[src/design/bridge_pwm_pkg.sv]
package bridge_pwm_pkg;
	// ==========================================================
	// register byte offsets
	localparam logic [7:0] CHANNEL_CONTROL_OFS = 8'h00;
	localparam logic [7:0] SHUTDOWN_CONTROL_OFS = 8'h04;
	localparam logic [7:0] DEADBAND_RESTART_OFS = 8'h08;
	localparam logic [7:0] STEERING_CONTROL_OFS = 8'h0C;
	localparam logic [7:0] STATUS_OFS = 8'h10;
	// ==========================================================
	// field positions
	localparam int CFG_POS = 6;
	localparam int MODE_UP_POS = 2;
	localparam int POL_POS = 0;
	localparam int ASE_POS = 7;
	localparam int SRC_POS = 4;
	localparam int LVL_AC_POS = 2;
	localparam int LVL_BD_POS = 0;
	localparam int RSEN_POS = 7;
	localparam int DBC_POS = 0;
	localparam int SYNC_POS = 4;
	localparam int STEER_POS = 0;
	// ==========================================================
	// reset values
	localparam logic [7:0] CHANNEL_CONTROL_RST = 8'h00;
	localparam logic [7:0] SHUTDOWN_CONTROL_RST = 8'h00;
	localparam logic [7:0] DEADBAND_RESTART_RST = 8'h00;
	localparam logic [4:0] STEERING_CONTROL_RST = 5'h01;
	// ==========================================================
	// encodings and timing
	localparam logic [1:0] CFG_SINGLE = 2'h0;
	localparam logic [1:0] CFG_HALF = 2'h2;
	localparam logic [1:0] MODE_PWM = 2'h3;
	localparam logic [1:0] LVL_DRIVE0 = 2'h0;
	localparam logic [1:0] LVL_DRIVE1 = 2'h1;
	localparam int DIR_LEAD_COUNTS = 4;
	localparam int CLK_MHZ = 100;

	// one bit per output, index 0 is A through 3 is D
	typedef struct packed {
		logic [3:0] lvl;
		logic [3:0] oe;
	} pins_t;

	// captured address phase
	typedef struct packed {
		logic wr;
		logic rd;
		logic [7:0] addr;
	} bus_req_t;
endpackage

[src/design/bridge_pwm_output_control.sv]
`timescale 1ns/1ps
// What this block does
// - direction bit applied on next PWM cycle
// - four counts early: B,D off, swap A/C
// - no dead-band in full-bridge
// - shutdown source chosen by three-bit select
// - status bit shows shutdown state
// - status set on event, held until cleared
// - shutdown forces outputs without period wait
// - per-pair shutdown level: high, low, Z
// - shutdown is level sensitive
// - status writes ignored while condition present
// - restart resumes at next period start
// - auto restart only when enable bit set
// - auto restart clears status when condition ends
// - half-bridge delay on rising activity only
// - seven-bit dead-band count in cycles
// - steering when mode 11 and config 00
// - same waveform on every steered output
// - low mode bits pick output polarity
// - steering shutdown affects enabled outputs only
// - forward: A on, D modulated; reverse mirrored
// - dead-band over duty keeps output inactive
// - steering sync: immediate or next period
module bridge_pwm_output_control #(
	parameter int TMR_W = 8
) (
	input wire logic hclk,
	input wire logic hresetn,
	input wire logic hsel,
	input wire logic [31:0] haddr,
	input wire logic [1:0] htrans,
	input wire logic hwrite,
	input wire logic [2:0] hsize,
	input wire logic [31:0] hwdata,
	input wire logic hready,
	output logic hreadyout,
	output logic hresp,
	output logic [31:0] hrdata,
	input wire logic pwm_in,
	input wire logic period_start,
	input wire logic [TMR_W-1:0] tmr_count,
	input wire logic [TMR_W-1:0] tmr_period,
	input wire logic int_pin_n,
	input wire logic comparator_output,
	output logic pwm_out_a,
	output logic pwm_out_a_oe,
	output logic pwm_out_b,
	output logic pwm_out_b_oe,
	output logic pwm_out_c,
	output logic pwm_out_c_oe,
	output logic pwm_out_d,
	output logic pwm_out_d_oe
);
	// ==========================================================
	// register bus
	bridge_pwm_pkg::bus_req_t req_r;
	logic [7:0] chan_r, sdc_r, dbr_r, rdata_r;
	logic [4:0] steer_w_r;
	logic [3:0] steer_r;
	logic ase_r, hold_r, dir_r, chg_r, pwm_d_r;
	logic [6:0] db_cnt_r;
	logic int_s1_r, int_s2_r, cmp_s1_r, cmp_s2_r;
	logic [7:0] rd_mux;
	wire src_hit;
	bridge_pwm_pkg::pins_t pins_r, pins_nxt;

	// zero wait state slave, always OKAY
	assign hreadyout = 1'b1;
	assign hresp = 1'b0;
	assign hrdata = {24'h000000, rdata_r};

	wire take = hsel & htrans[1] & hready;
	wire [7:0] a_ofs = haddr[7:0];
	wire wr_chan = req_r.wr & (req_r.addr == bridge_pwm_pkg::CHANNEL_CONTROL_OFS);
	wire wr_sdc = req_r.wr & (req_r.addr == bridge_pwm_pkg::SHUTDOWN_CONTROL_OFS);
	wire wr_dbr = req_r.wr & (req_r.addr == bridge_pwm_pkg::DEADBAND_RESTART_OFS);
	wire wr_steer = req_r.wr & (req_r.addr == bridge_pwm_pkg::STEERING_CONTROL_OFS);

	// ==========================================================
	// field decode
	wire [1:0] cfg = chan_r[bridge_pwm_pkg::CFG_POS +: 2];
	wire [1:0] mode_upper_bits = chan_r[bridge_pwm_pkg::MODE_UP_POS +: 2];
	wire [1:0] polarity_select_bits = chan_r[bridge_pwm_pkg::POL_POS +: 2];
	wire bridge_direction_bit = cfg[1];
	wire [2:0] shutdown_source_select = sdc_r[bridge_pwm_pkg::SRC_POS +: 3];
	wire [1:0] pair_ac_shutdown_level = sdc_r[bridge_pwm_pkg::LVL_AC_POS +: 2];
	wire [1:0] pair_bd_shutdown_level = sdc_r[bridge_pwm_pkg::LVL_BD_POS +: 2];
	wire auto_restart_enable = dbr_r[bridge_pwm_pkg::RSEN_POS];
	wire [6:0] deadband_count = dbr_r[bridge_pwm_pkg::DBC_POS +: 7];
	wire steering_sync_select = steer_w_r[bridge_pwm_pkg::SYNC_POS];
	wire [3:0] steering_pin_enables = steer_w_r[bridge_pwm_pkg::STEER_POS +: 4];
	wire pwm_on = (mode_upper_bits == bridge_pwm_pkg::MODE_PWM);
	wire half = pwm_on & (cfg == bridge_pwm_pkg::CFG_HALF);
	wire full = pwm_on & cfg[0];
	wire steering = pwm_on & (cfg == bridge_pwm_pkg::CFG_SINGLE);
	// polarity: a set bit makes that pair active low
	wire pol_ac = polarity_select_bits[1];
	wire pol_bd = polarity_select_bits[0];

	// address phase capture; read data registered for the data phase
	always_ff @(posedge hclk or negedge hresetn) begin
		if (!hresetn) begin
			req_r <= '0;
			rdata_r <= 8'h00;
		end else begin
			req_r <= '{wr: take & hwrite, rd: take & ~hwrite, addr: a_ofs};
			rdata_r <= rd_mux;
		end
	end

	// unmapped offsets read zero
	// status bit readback
	wire [7:0] stat_word = {pins_r.lvl, hold_r, src_hit, chg_r, dir_r};
	always_comb begin
		case (a_ofs)
			bridge_pwm_pkg::CHANNEL_CONTROL_OFS: rd_mux = chan_r;
			bridge_pwm_pkg::SHUTDOWN_CONTROL_OFS: rd_mux = {ase_r, sdc_r[6:0]};
			bridge_pwm_pkg::DEADBAND_RESTART_OFS: rd_mux = dbr_r;
			bridge_pwm_pkg::STEERING_CONTROL_OFS: rd_mux = {3'h0, steer_w_r};
			bridge_pwm_pkg::STATUS_OFS: rd_mux = stat_word;
			default: rd_mux = 8'h00;
		endcase
	end

	// control registers written in the data phase
	always_ff @(posedge hclk or negedge hresetn) begin
		if (!hresetn) begin
			chan_r <= bridge_pwm_pkg::CHANNEL_CONTROL_RST;
			sdc_r <= bridge_pwm_pkg::SHUTDOWN_CONTROL_RST;
			dbr_r <= bridge_pwm_pkg::DEADBAND_RESTART_RST;
			steer_w_r <= bridge_pwm_pkg::STEERING_CONTROL_RST;
		end else begin
			if (wr_chan)
				chan_r <= hwdata[7:0];
			if (wr_sdc)
				sdc_r <= hwdata[7:0];
			if (wr_dbr)
				dbr_r <= hwdata[7:0];
			if (wr_steer)
				steer_w_r <= hwdata[4:0];
		end
	end

	// ==========================================================
	// shutdown sources: pins cross two flops before use
	always_ff @(posedge hclk or negedge hresetn) begin
		if (!hresetn) begin
			int_s1_r <= 1'b1;
			int_s2_r <= 1'b1;
			cmp_s1_r <= 1'b0;
			cmp_s2_r <= 1'b0;
		end else begin
			int_s1_r <= int_pin_n;
			int_s2_r <= int_s1_r;
			cmp_s1_r <= comparator_output;
			cmp_s2_r <= cmp_s1_r;
		end
	end

	// source select: bit0 comparator, bit1 pin low
	assign src_hit = (shutdown_source_select[0] & cmp_s2_r)
		| (shutdown_source_select[1] & ~int_s2_r);
	wire fw_set = wr_sdc & hwdata[bridge_pwm_pkg::ASE_POS];
	wire fw_clr = wr_sdc & ~hwdata[bridge_pwm_pkg::ASE_POS];

	// status bit: a live source wins over any clear
	logic ase_nxt;
	always_comb begin
		ase_nxt = ase_r;
		if (auto_restart_enable & ~src_hit & ~fw_set)
			ase_nxt = 1'b0;
		if (fw_clr & ~src_hit)
			ase_nxt = 1'b0;
		if (src_hit | fw_set)
			ase_nxt = 1'b1;
	end

	// with auto restart enabled, hardware clears when the source goes away
	always_ff @(posedge hclk or negedge hresetn) begin
		if (!hresetn)
			ase_r <= 1'b0;
		else
			ase_r <= ase_nxt;
	end

	// outputs stay parked until a fresh period starts
	always_ff @(posedge hclk or negedge hresetn) begin
		if (!hresetn)
			hold_r <= 1'b0;
		else if (ase_r | src_hit)
			hold_r <= 1'b1;
		else if (period_start)
			hold_r <= 1'b0;
	end
	// forced while the source, the status bit or the period hold is set
	wire forced = ase_r | src_hit | hold_r;

	// ==========================================================
	// full-bridge direction change
	wire [TMR_W-1:0] lead = TMR_W'(bridge_pwm_pkg::DIR_LEAD_COUNTS);
	wire near_end = (tmr_count == tmr_period - lead);
	always_ff @(posedge hclk or negedge hresetn) begin
		if (!hresetn) begin
			dir_r <= 1'b0;
			chg_r <= 1'b0;
		end else begin
			// new direction waits for the lead point, four counts before the period end
			// swap early and blank the modulated pair
			if (full & near_end & (bridge_direction_bit != dir_r)) begin
				dir_r <= bridge_direction_bit;
				chg_r <= 1'b1;
			end else if (period_start) begin
				chg_r <= 1'b0;
			end
		end
	end

	// ==========================================================
	// half-bridge dead-band: cycles since the last waveform edge
	wire pwm_edge = pwm_in ^ pwm_d_r;
	wire [6:0] elapsed = pwm_edge ? 7'h00 : db_cnt_r;
	always_ff @(posedge hclk or negedge hresetn) begin
		if (!hresetn) begin
			pwm_d_r <= 1'b0;
			db_cnt_r <= 7'h00;
		end else begin
			pwm_d_r <= pwm_in;
			if (pwm_edge)
				db_cnt_r <= 7'h01;
			else if (db_cnt_r != 7'h7F)
				db_cnt_r <= db_cnt_r + 7'h01;
		end
	end
	// count in clock cycles, seven bits
	// a count past the duty never lets the output go active
	// zero count passes the edge through
	wire db_done = (elapsed >= deadband_count);
	// only the turn-on edge is delayed
	wire half_a = pwm_in & db_done;
	wire half_b = ~pwm_in & db_done;

	// ==========================================================
	// steering enables, immediate or period aligned
	always_ff @(posedge hclk or negedge hresetn) begin
		if (!hresetn)
			steer_r <= bridge_pwm_pkg::STEERING_CONTROL_RST[3:0];
		// sync bit picks when the enables land
		else if (~steering_sync_select | period_start)
			steer_r <= steering_pin_enables;
	end

	// ==========================================================
	// active-level pattern per mode, before polarity
	logic [3:0] act, en;
	always_comb begin
		act = 4'h0;
		en = 4'h0;
		if (steering) begin
			// one waveform on each steered output
			act = {4{pwm_in}};
			en = steer_r;
		end else if (half) begin
			act = {2'b00, half_b, half_a};
			en = 4'h3;
		end else if (full) begin
			// forward A on/D modulated, reverse C on/B modulated
			act[0] = ~dir_r;
			act[2] = dir_r;
			act[3] = ~dir_r & pwm_in & ~chg_r;
			act[1] = dir_r & pwm_in & ~chg_r;
			en = 4'hF;
		end else if (pwm_on) begin
			act = {3'h0, pwm_in};
			en = 4'h1;
		end
	end

	// shutdown level for one pair: drive 0, drive 1, else float
	function automatic logic [1:0] park(input logic [1:0] sel);
		park = 2'b00;
		case (sel)
			bridge_pwm_pkg::LVL_DRIVE0: park = 2'b01;
			bridge_pwm_pkg::LVL_DRIVE1: park = 2'b11;
			default: park = 2'b00;
		endcase
	endfunction

	wire [1:0] park_ac = park(pair_ac_shutdown_level);
	wire [1:0] park_bd = park(pair_bd_shutdown_level);
	wire [3:0] pol = {pol_bd, pol_ac, pol_bd, pol_ac};
	wire [3:0] park_lvl = {park_bd[1], park_ac[1], park_bd[1], park_ac[1]};
	wire [3:0] park_oe = {park_bd[0], park_ac[0], park_bd[0], park_ac[0]};

	// forcing overrides the waveform at once, no period wait
	always_comb begin
		pins_nxt.lvl = act ^ pol;
		pins_nxt.oe = en;
		if (forced) begin
			pins_nxt.lvl = park_lvl & en;
			pins_nxt.oe = park_oe & en;
		end
	end

	// registered pin drive; released pins read low
	always_ff @(posedge hclk or negedge hresetn) begin
		if (!hresetn)
			pins_r <= '0;
		else
			pins_r <= '{lvl: pins_nxt.lvl & pins_nxt.oe, oe: pins_nxt.oe};
	end

	assign pwm_out_a = pins_r.lvl[0];
	assign pwm_out_b = pins_r.lvl[1];
	assign pwm_out_c = pins_r.lvl[2];
	assign pwm_out_d = pins_r.lvl[3];
	assign pwm_out_a_oe = pins_r.oe[0];
	assign pwm_out_b_oe = pins_r.oe[1];
	assign pwm_out_c_oe = pins_r.oe[2];
	assign pwm_out_d_oe = pins_r.oe[3];
endmodule

[config.mk]
export PLATFORM = sky130hd
export DESIGN_NAME = bridge_pwm_output_control
export DESIGN_NICKNAME = d
export VERILOG_FILES = /design/src/design/bridge_pwm_pkg.sv /design/src/design/bridge_pwm_output_control.sv
export SDC_FILE = /design/constraint.sdc
export NUM_CORES = 1
export LEC_CHECK = 0
export BUFFER_PORTS_ARGS = -buffer_cell sky130_fd_sc_hd__buf_4
export CORE_MARGIN = 2
export CORE_UTILIZATION = 45
export DETAILED_ROUTE_END_ITERATION = 8
export PLACE_DENSITY = 0.88
export REMOVE_ABC_BUFFERS = 1
export SLEW_MARGIN = 20
export SYNTH_ARGS = -nofsm -noshare
export SYNTH_HDL_FRONTEND = slang
export SYNTH_SLANG_ARGS = --single-unit
[constraint.sdc]
create_clock -name hclk -period 2.4 [get_ports hclk]
set_clock_uncertainty 0.2 [all_clocks]
set_input_delay 0.36 -clock hclk [delete_from_list [all_inputs] [get_ports hclk]]
set_output_delay 0.36 -clock hclk [all_outputs]
set_load 0.03 [all_outputs]
---- Word level (Yosys, flattened, before mapping) ----
Index checks and enable logic that the tools add are counted.
operators by class
  reductions and logical operators ........ 9
  eq/ne operators ......................... 14
  magnitude comparators ................... 1
  $add $sub $neg .......................... 2
  bitwise gates (word level) .............. 43
  muxes and demuxes ....................... 21
operator list
  cell                 count
  $pmux 8 s5           1
  $eq 8x4->1 const B   4
  $and 1x1->1          25
  $mux 4               6
  $mux 7               3
  $eq 8x3->1 const B   2
  $logic_not 8->1      2
  $and 4x4->4          3
  $eq 8x5->1 const B   1
  $eq 8x8->1           1
  $mux 1               8
  $mux 8               1
  $not 1->1            8
  $pmux 2 s2           2
  $sub 8x3->8 const B  1
  $add 7x1->7 const B  1
  $ge 7x7->1           1
  $ne 7x7->1 const B   1
  $logic_not 2->1      3
  $reduce_bool 2->1    3
  $or 1x1->1           5
  $eq 2x1->1 const B   2
  $eq 2x2->1 const B   2
  $xor 4x4->4          1
  3 further kinds      3
word-level totals
  flip-flop bits (word level) ............. 73
  bits of input ports ..................... 94
  output and inout port bits .............. 42

---- Depth between registers and ports, before layout ----
  depth in word-level cells ............... 9
  depth in mapped cells ................... 9
  depth with buffers taken out ............ 8

---- Worst setup path before layout ----
No wires, ideal clock.
  path kind ............................... input-to-reg
  start ................................... in pwm_in
  end ..................................... reg pins_r (netlist bit pwm_out_a)
  stages .................................. 9
  setup slack ............................. -254 ps
  library setup time ...................... 95 ps
  arrival ................................. 2358 ps
  data required time ...................... 2105 ps
  path buffers ............................ 1
  cell sequence ........................... clkbuf_1 xnor2_1 nand2_1 ha_1 nand2b_1 a2111oi_0 nor4b_1 o21a_1 o31ai_1
on the way
  word-level cells in the longest chain between the ends .. 9
  elaborated cells on any way between the ends .. 11
  classes of those cells .................. 1 x order compare; 6 x mux; 4 x bitwise
RTL lines
  what                    RTL line                          RTL
  start: declaration      bridge_pwm_output_control.sv:40   input wire logic pwm_in,
  $xor 1x1->1             bridge_pwm_output_control.sv:221  wire pwm_edge = pwm_in ^ pwm_d_r;
  $mux 7                  bridge_pwm_output_control.sv:222  wire [6:0] elapsed = pwm_edge ? 7'h00 : db_cnt_r;
  $ge 7x7->1              bridge_pwm_output_control.sv:238  wire db_done = (elapsed >= deadband_count);
  $and 1x1->1             bridge_pwm_output_control.sv:240  wire half_a = pwm_in & db_done;
  $mux 4                  bridge_pwm_output_control.sv:263  end else if (half) begin
  $mux 4 *                bridge_pwm_output_control.sv:259  if (steering) begin
  $xor 4x4->4 *           bridge_pwm_output_control.sv:297  pins_nxt.lvl = act ^ pol;
  $mux 8 *                bridge_pwm_output_control.sv:299  if (forced) begin
  $and 4x4->4 *           bridge_pwm_output_control.sv:310  pins_r <= '{lvl: pins_nxt.lvl & pins_nxt.oe, oe: pins_nxt.oe};
  end signal: assignment  bridge_pwm_output_control.sv:310
  end: declaration        bridge_pwm_output_control.sv:66   bridge_pwm_pkg::pins_t pins_r, pins_nxt;
Every way passes the cells marked *; elsewhere a longest branch is shown, timed or not.
A chain may end at the register's enable or synchronous reset.

---- Final worst setup path ----
  start ................................... reg pwm_d_r
  end ..................................... reg pins_r (netlist bit pwm_out_b)
on the way
  word-level cells in the longest chain between the ends .. 9
RTL lines
  what                      RTL line                          RTL
  start: declaration        bridge_pwm_output_control.sv:61   logic ase_r, hold_r, dir_r, chg_r, pwm_d_r;
  start signal: assignment  bridge_pwm_output_control.sv:228  pwm_d_r <= pwm_in;
  $xor 1x1->1               bridge_pwm_output_control.sv:221
  $mux 7                    bridge_pwm_output_control.sv:222
  $ge 7x7->1                bridge_pwm_output_control.sv:238
  $and 1x1->1               bridge_pwm_output_control.sv:241  wire half_b = ~pwm_in & db_done;
  $mux 4                    bridge_pwm_output_control.sv:263
  $mux 4                    bridge_pwm_output_control.sv:259
  $xor 4x4->4               bridge_pwm_output_control.sv:297
  $mux 8                    bridge_pwm_output_control.sv:299
  $and 4x4->4               bridge_pwm_output_control.sv:310
No other way between the ends.

==> key figures <==
Status
  • Status: finished with violations
  • Failing checks: setup timing

Placement
  • Dpl hpwl: 5776 um
  • Port-buffer cells: 57
  • DP Worst Slack: -0.2661 ns
  • Area after DPL: 0.004208 mm2
  • DP Cell Count: 491
  • Placer Congestion: 0.9234

Pwr
  • Clock share of power: 33.6%
  • Switching share of power: 28.19%
  • Net switching power: 0.7337 mW
  • Max rail drop VDD: 216.1 uV
  • Total power: 2.603 mW
  • Pleak: 2.153 nW
  • Power Density: 561.1 mW/mm2
  • Flop pwr share: 50.9%
  • Internal power: 1.869 mW
  • Combinational share of power: 15.5%

Logic synthesis
  • Largest area contributor in the synthesized netlist: dfrtp_1
  • Syn_area_per_cell: 11.35 um2
  • #FFs+latches synth: 73
  • Post-synth EDFFs: 0
  • Post-synthesis async set-or-reset flop share: 100.0%
  • Synthesized cell area: 0.003687 mm2
  • Ys flop type: dfrtp_1
  • Synth area leaders: dfrtp_1 47%, mux2_2 9.2%, buf_4 5.3%
  • Synthesized instance count: 325
  • Seq/Total Area, Yosys: 49.68%
  • Netlist cell types: 54
  • Most frequent cell after synthesis: dfrtp_1
  • Share of the synthesized area in the top cell type: 46.83%
  • Yosys warns: 0
  • Commonest cells post-synth: 69 x dfrtp_1, 30 x mux2_2, 26 x buf_4

Global routing
  • Initial antenna violation count: 0
  • GR Util All Layers: 19.56%
  • Total grt overflow: 0
  • Met2 GRT Util: 32.20%
  • Met1 Use GR: 24.43%
  • GR Util met3: 5.267%
  • Grt peak-use layer: met2
  • Vias in the first global route: 2735
  • Largest net degree at the start of global routing: 74
  • First-pass GRT wire length: 13160 um

Floorplan
  • DIE AREA: 0.008934 mm2
  • Die H: 94.52 um
  • Core box area: 0.008093 mm2
  • Chip Width: 94.52 um
  • Core Rows: 33
  • Initial Utilization: 45.56%
  • # IOs: 136

Timing
  • Tcrit/Tclk final: 101.3%
  • Setup TNS: -0.06092 ns
  • Hold_ws: 0.03636 ns
  • Setup violators final: 2
  • Top achievable clock speed: 411.3 MHz
  • Final worst slack: -0.03123 ns
  • Final Critical Period: 2.431 ns
  • Final Max Slew Viols: 0
  • Worst slew pin tran: 0.8959 ns
  • Hold Vio Cnt, Final: 0
  • RSZ-0062 raised after global routing: true
  • Max-slew headroom: 40.28%

Clocking
  • CTS Root Cell: clkbuf_8
  • Post-CTS Setup Bufs: 0
  • # clock sinks: 73
  • Clock latency on the worst-skew pair: 0.35 ns
  • CTS buffer count: 9
  • CTS max path bufs: 2
  • Number of H-tree levels: 3
  • CTS tree: done
  • Worst-path clk slew: 0.08 ns

Routing
  • Routed Antenna Nets: 0
  • Detailed Route Iter0 Violations: 146
  • Drt drc: 0
  • Vias: 2758
  • WL per Instance: 16.14 um
  • Final wirelength: 8344 um
  • Vias per inst: 5.335
  • Pre-antenna DRT Iters: 4

Finish
  • Layout cells sized above 1: 35.92%
  • Antenna cells: 0
  • Cell area after layout: 0.004639 mm2
  • Fillers: 629
  • Layout Cells excl Fill: 517
  • Fin nets: 510
  • Final core utilization: 57.33%
  • Area Growth Syn to Fin: 25.82%

Critical path
  • Crit. End Element: register
  • CP Max Fanout: 5
  • Cell family with most CP delay: simple AND/OR/NAND/NOR gates
  • Crit path DAT: 2.50 ns
  • Crit path required time: 2.47 ns
  • Critical path, cell by cell: xnor2_2 > buf_4 > and2_4 > ha_4 > nand3_2 > or3_4 > nor4_4 > nor3_1 > o31ai_2
  • Crit start category: register
  • Crit-path max cell delay: 0.41 ns
  • CP Buf/Inv Count: 1
  • Type of the worst setup path: register to register
  • Slowest CP cell: dfrtp_1

Run
  • Maxcap violations: 0

Hold path
  • Hold WC Path Type: input port to register
-- per-layer routing --
layer / share of wire (%) / vias up
li1: - / 1259
met1: 41 / 1346
met2: 49 / 135
met3: 7.8 / 18
met4: 2.4 / 0
met5: 0 / -
-- final timing paths --
kind	start	end	slack (ns)	depth (start not counted)
max	pwm_d_r$_DFF_PN0_	pwm_out_b$_DFF_PN0_	-0.03	9
min reg2reg	cmp_s1_r$_DFF_PN0_	cmp_s2_r$_DFF_PN0_	0.15	0
min in group asynchronous	hresetn	req_r[0]$_DFF_PN0_	0.46	2
max reg2reg	pwm_d_r$_DFF_PN0_	pwm_out_b$_DFF_PN0_	-0.03	9
max in group asynchronous	hresetn	steer_w_r[4]$_DFFE_PN0P_	0.95	2
min	haddr[3]	req_r[3]$_DFF_PN0_	0.04	1
-- sequential cells by signal, summed over array words and instances (netlist names), 4 cells and up --
signal,count
db_cnt_r,7
sdc_r,7
req_r,9
rdata_r,8
dbr_r,8
steer_r,4
steer_w_r,5
chan_r,8
-- placed cells by master, fill, tap and decap left out, types with 8 or more instances in the layout --
cell,synthesis,layout
nor2_1,17,16
clkbuf_8,0,10
dlygate4sd3_1,0,10
dfrtp_1,69,69
buf_4,26,69
mux2_2,30,30
xor2_1,8,8
nand2_1,23,23
conb_1,2,26
inv_1,15,15
xnor2_1,11,10
a21oi_1,13,13
-- kinds of logic (layout without fill, tap and decap cells) --
logic type,after synthesis,after routing,synth area share (%)
compound gates,44,44,7.533
xor+xnor,19,19,4.513
fa+ha+maj,9,9,3.054
buf+inv,47,110,7.465
flops,73,73,49.68
mux,42,42,14.25
other cells,2,26,0.2037
simple gates,89,89,13.30
-- worst register-to-register path, cell delays in order (launching register included) --
cell	delay, ns
dfrtp_1	0.41
xnor2_2	0.17
buf_4	0.16
and2_4	0.16
ha_4	0.26
nand3_2	0.07
or3_4	0.40
nor4_4	0.20
nor3_1	0.09
o31ai_2	0.22
-- power groups by stage --
stage               combinational [mW]  sequential (mW)  clock (mW)
floorplan                        0.192             1.34           0
global placement                 0.329             1.34           0
detailed placement               0.343             1.35           0
CTS                              0.376             1.32       0.900
global route                     0.440             1.33       0.947
finish                           0.403             1.33       0.875
-- repair_timing --
item | in CTS | in global routing
pin swaps | 9 | 8
endpoints found under the setup margin | 2 | 2
hold endpoints to repair | 78 | 0
hold buffers | 10 | 0
gates resized for setup | 15 | 9
-- cell type report --
cell class                 instances  area [um2]  share of cell area, %
clock buffer                      10       137.6                  2.967
sequential                        73        1832                  39.48
inverter                          15       56.30                  1.214
clock inverter                     6       42.54                 0.9169
tap                              105       131.4                  2.832
multi-input combinational        229        1822                  39.27
timing repair buffer              79       618.1                  13.32
Note: power is estimated with default switching activity, not from simulation.
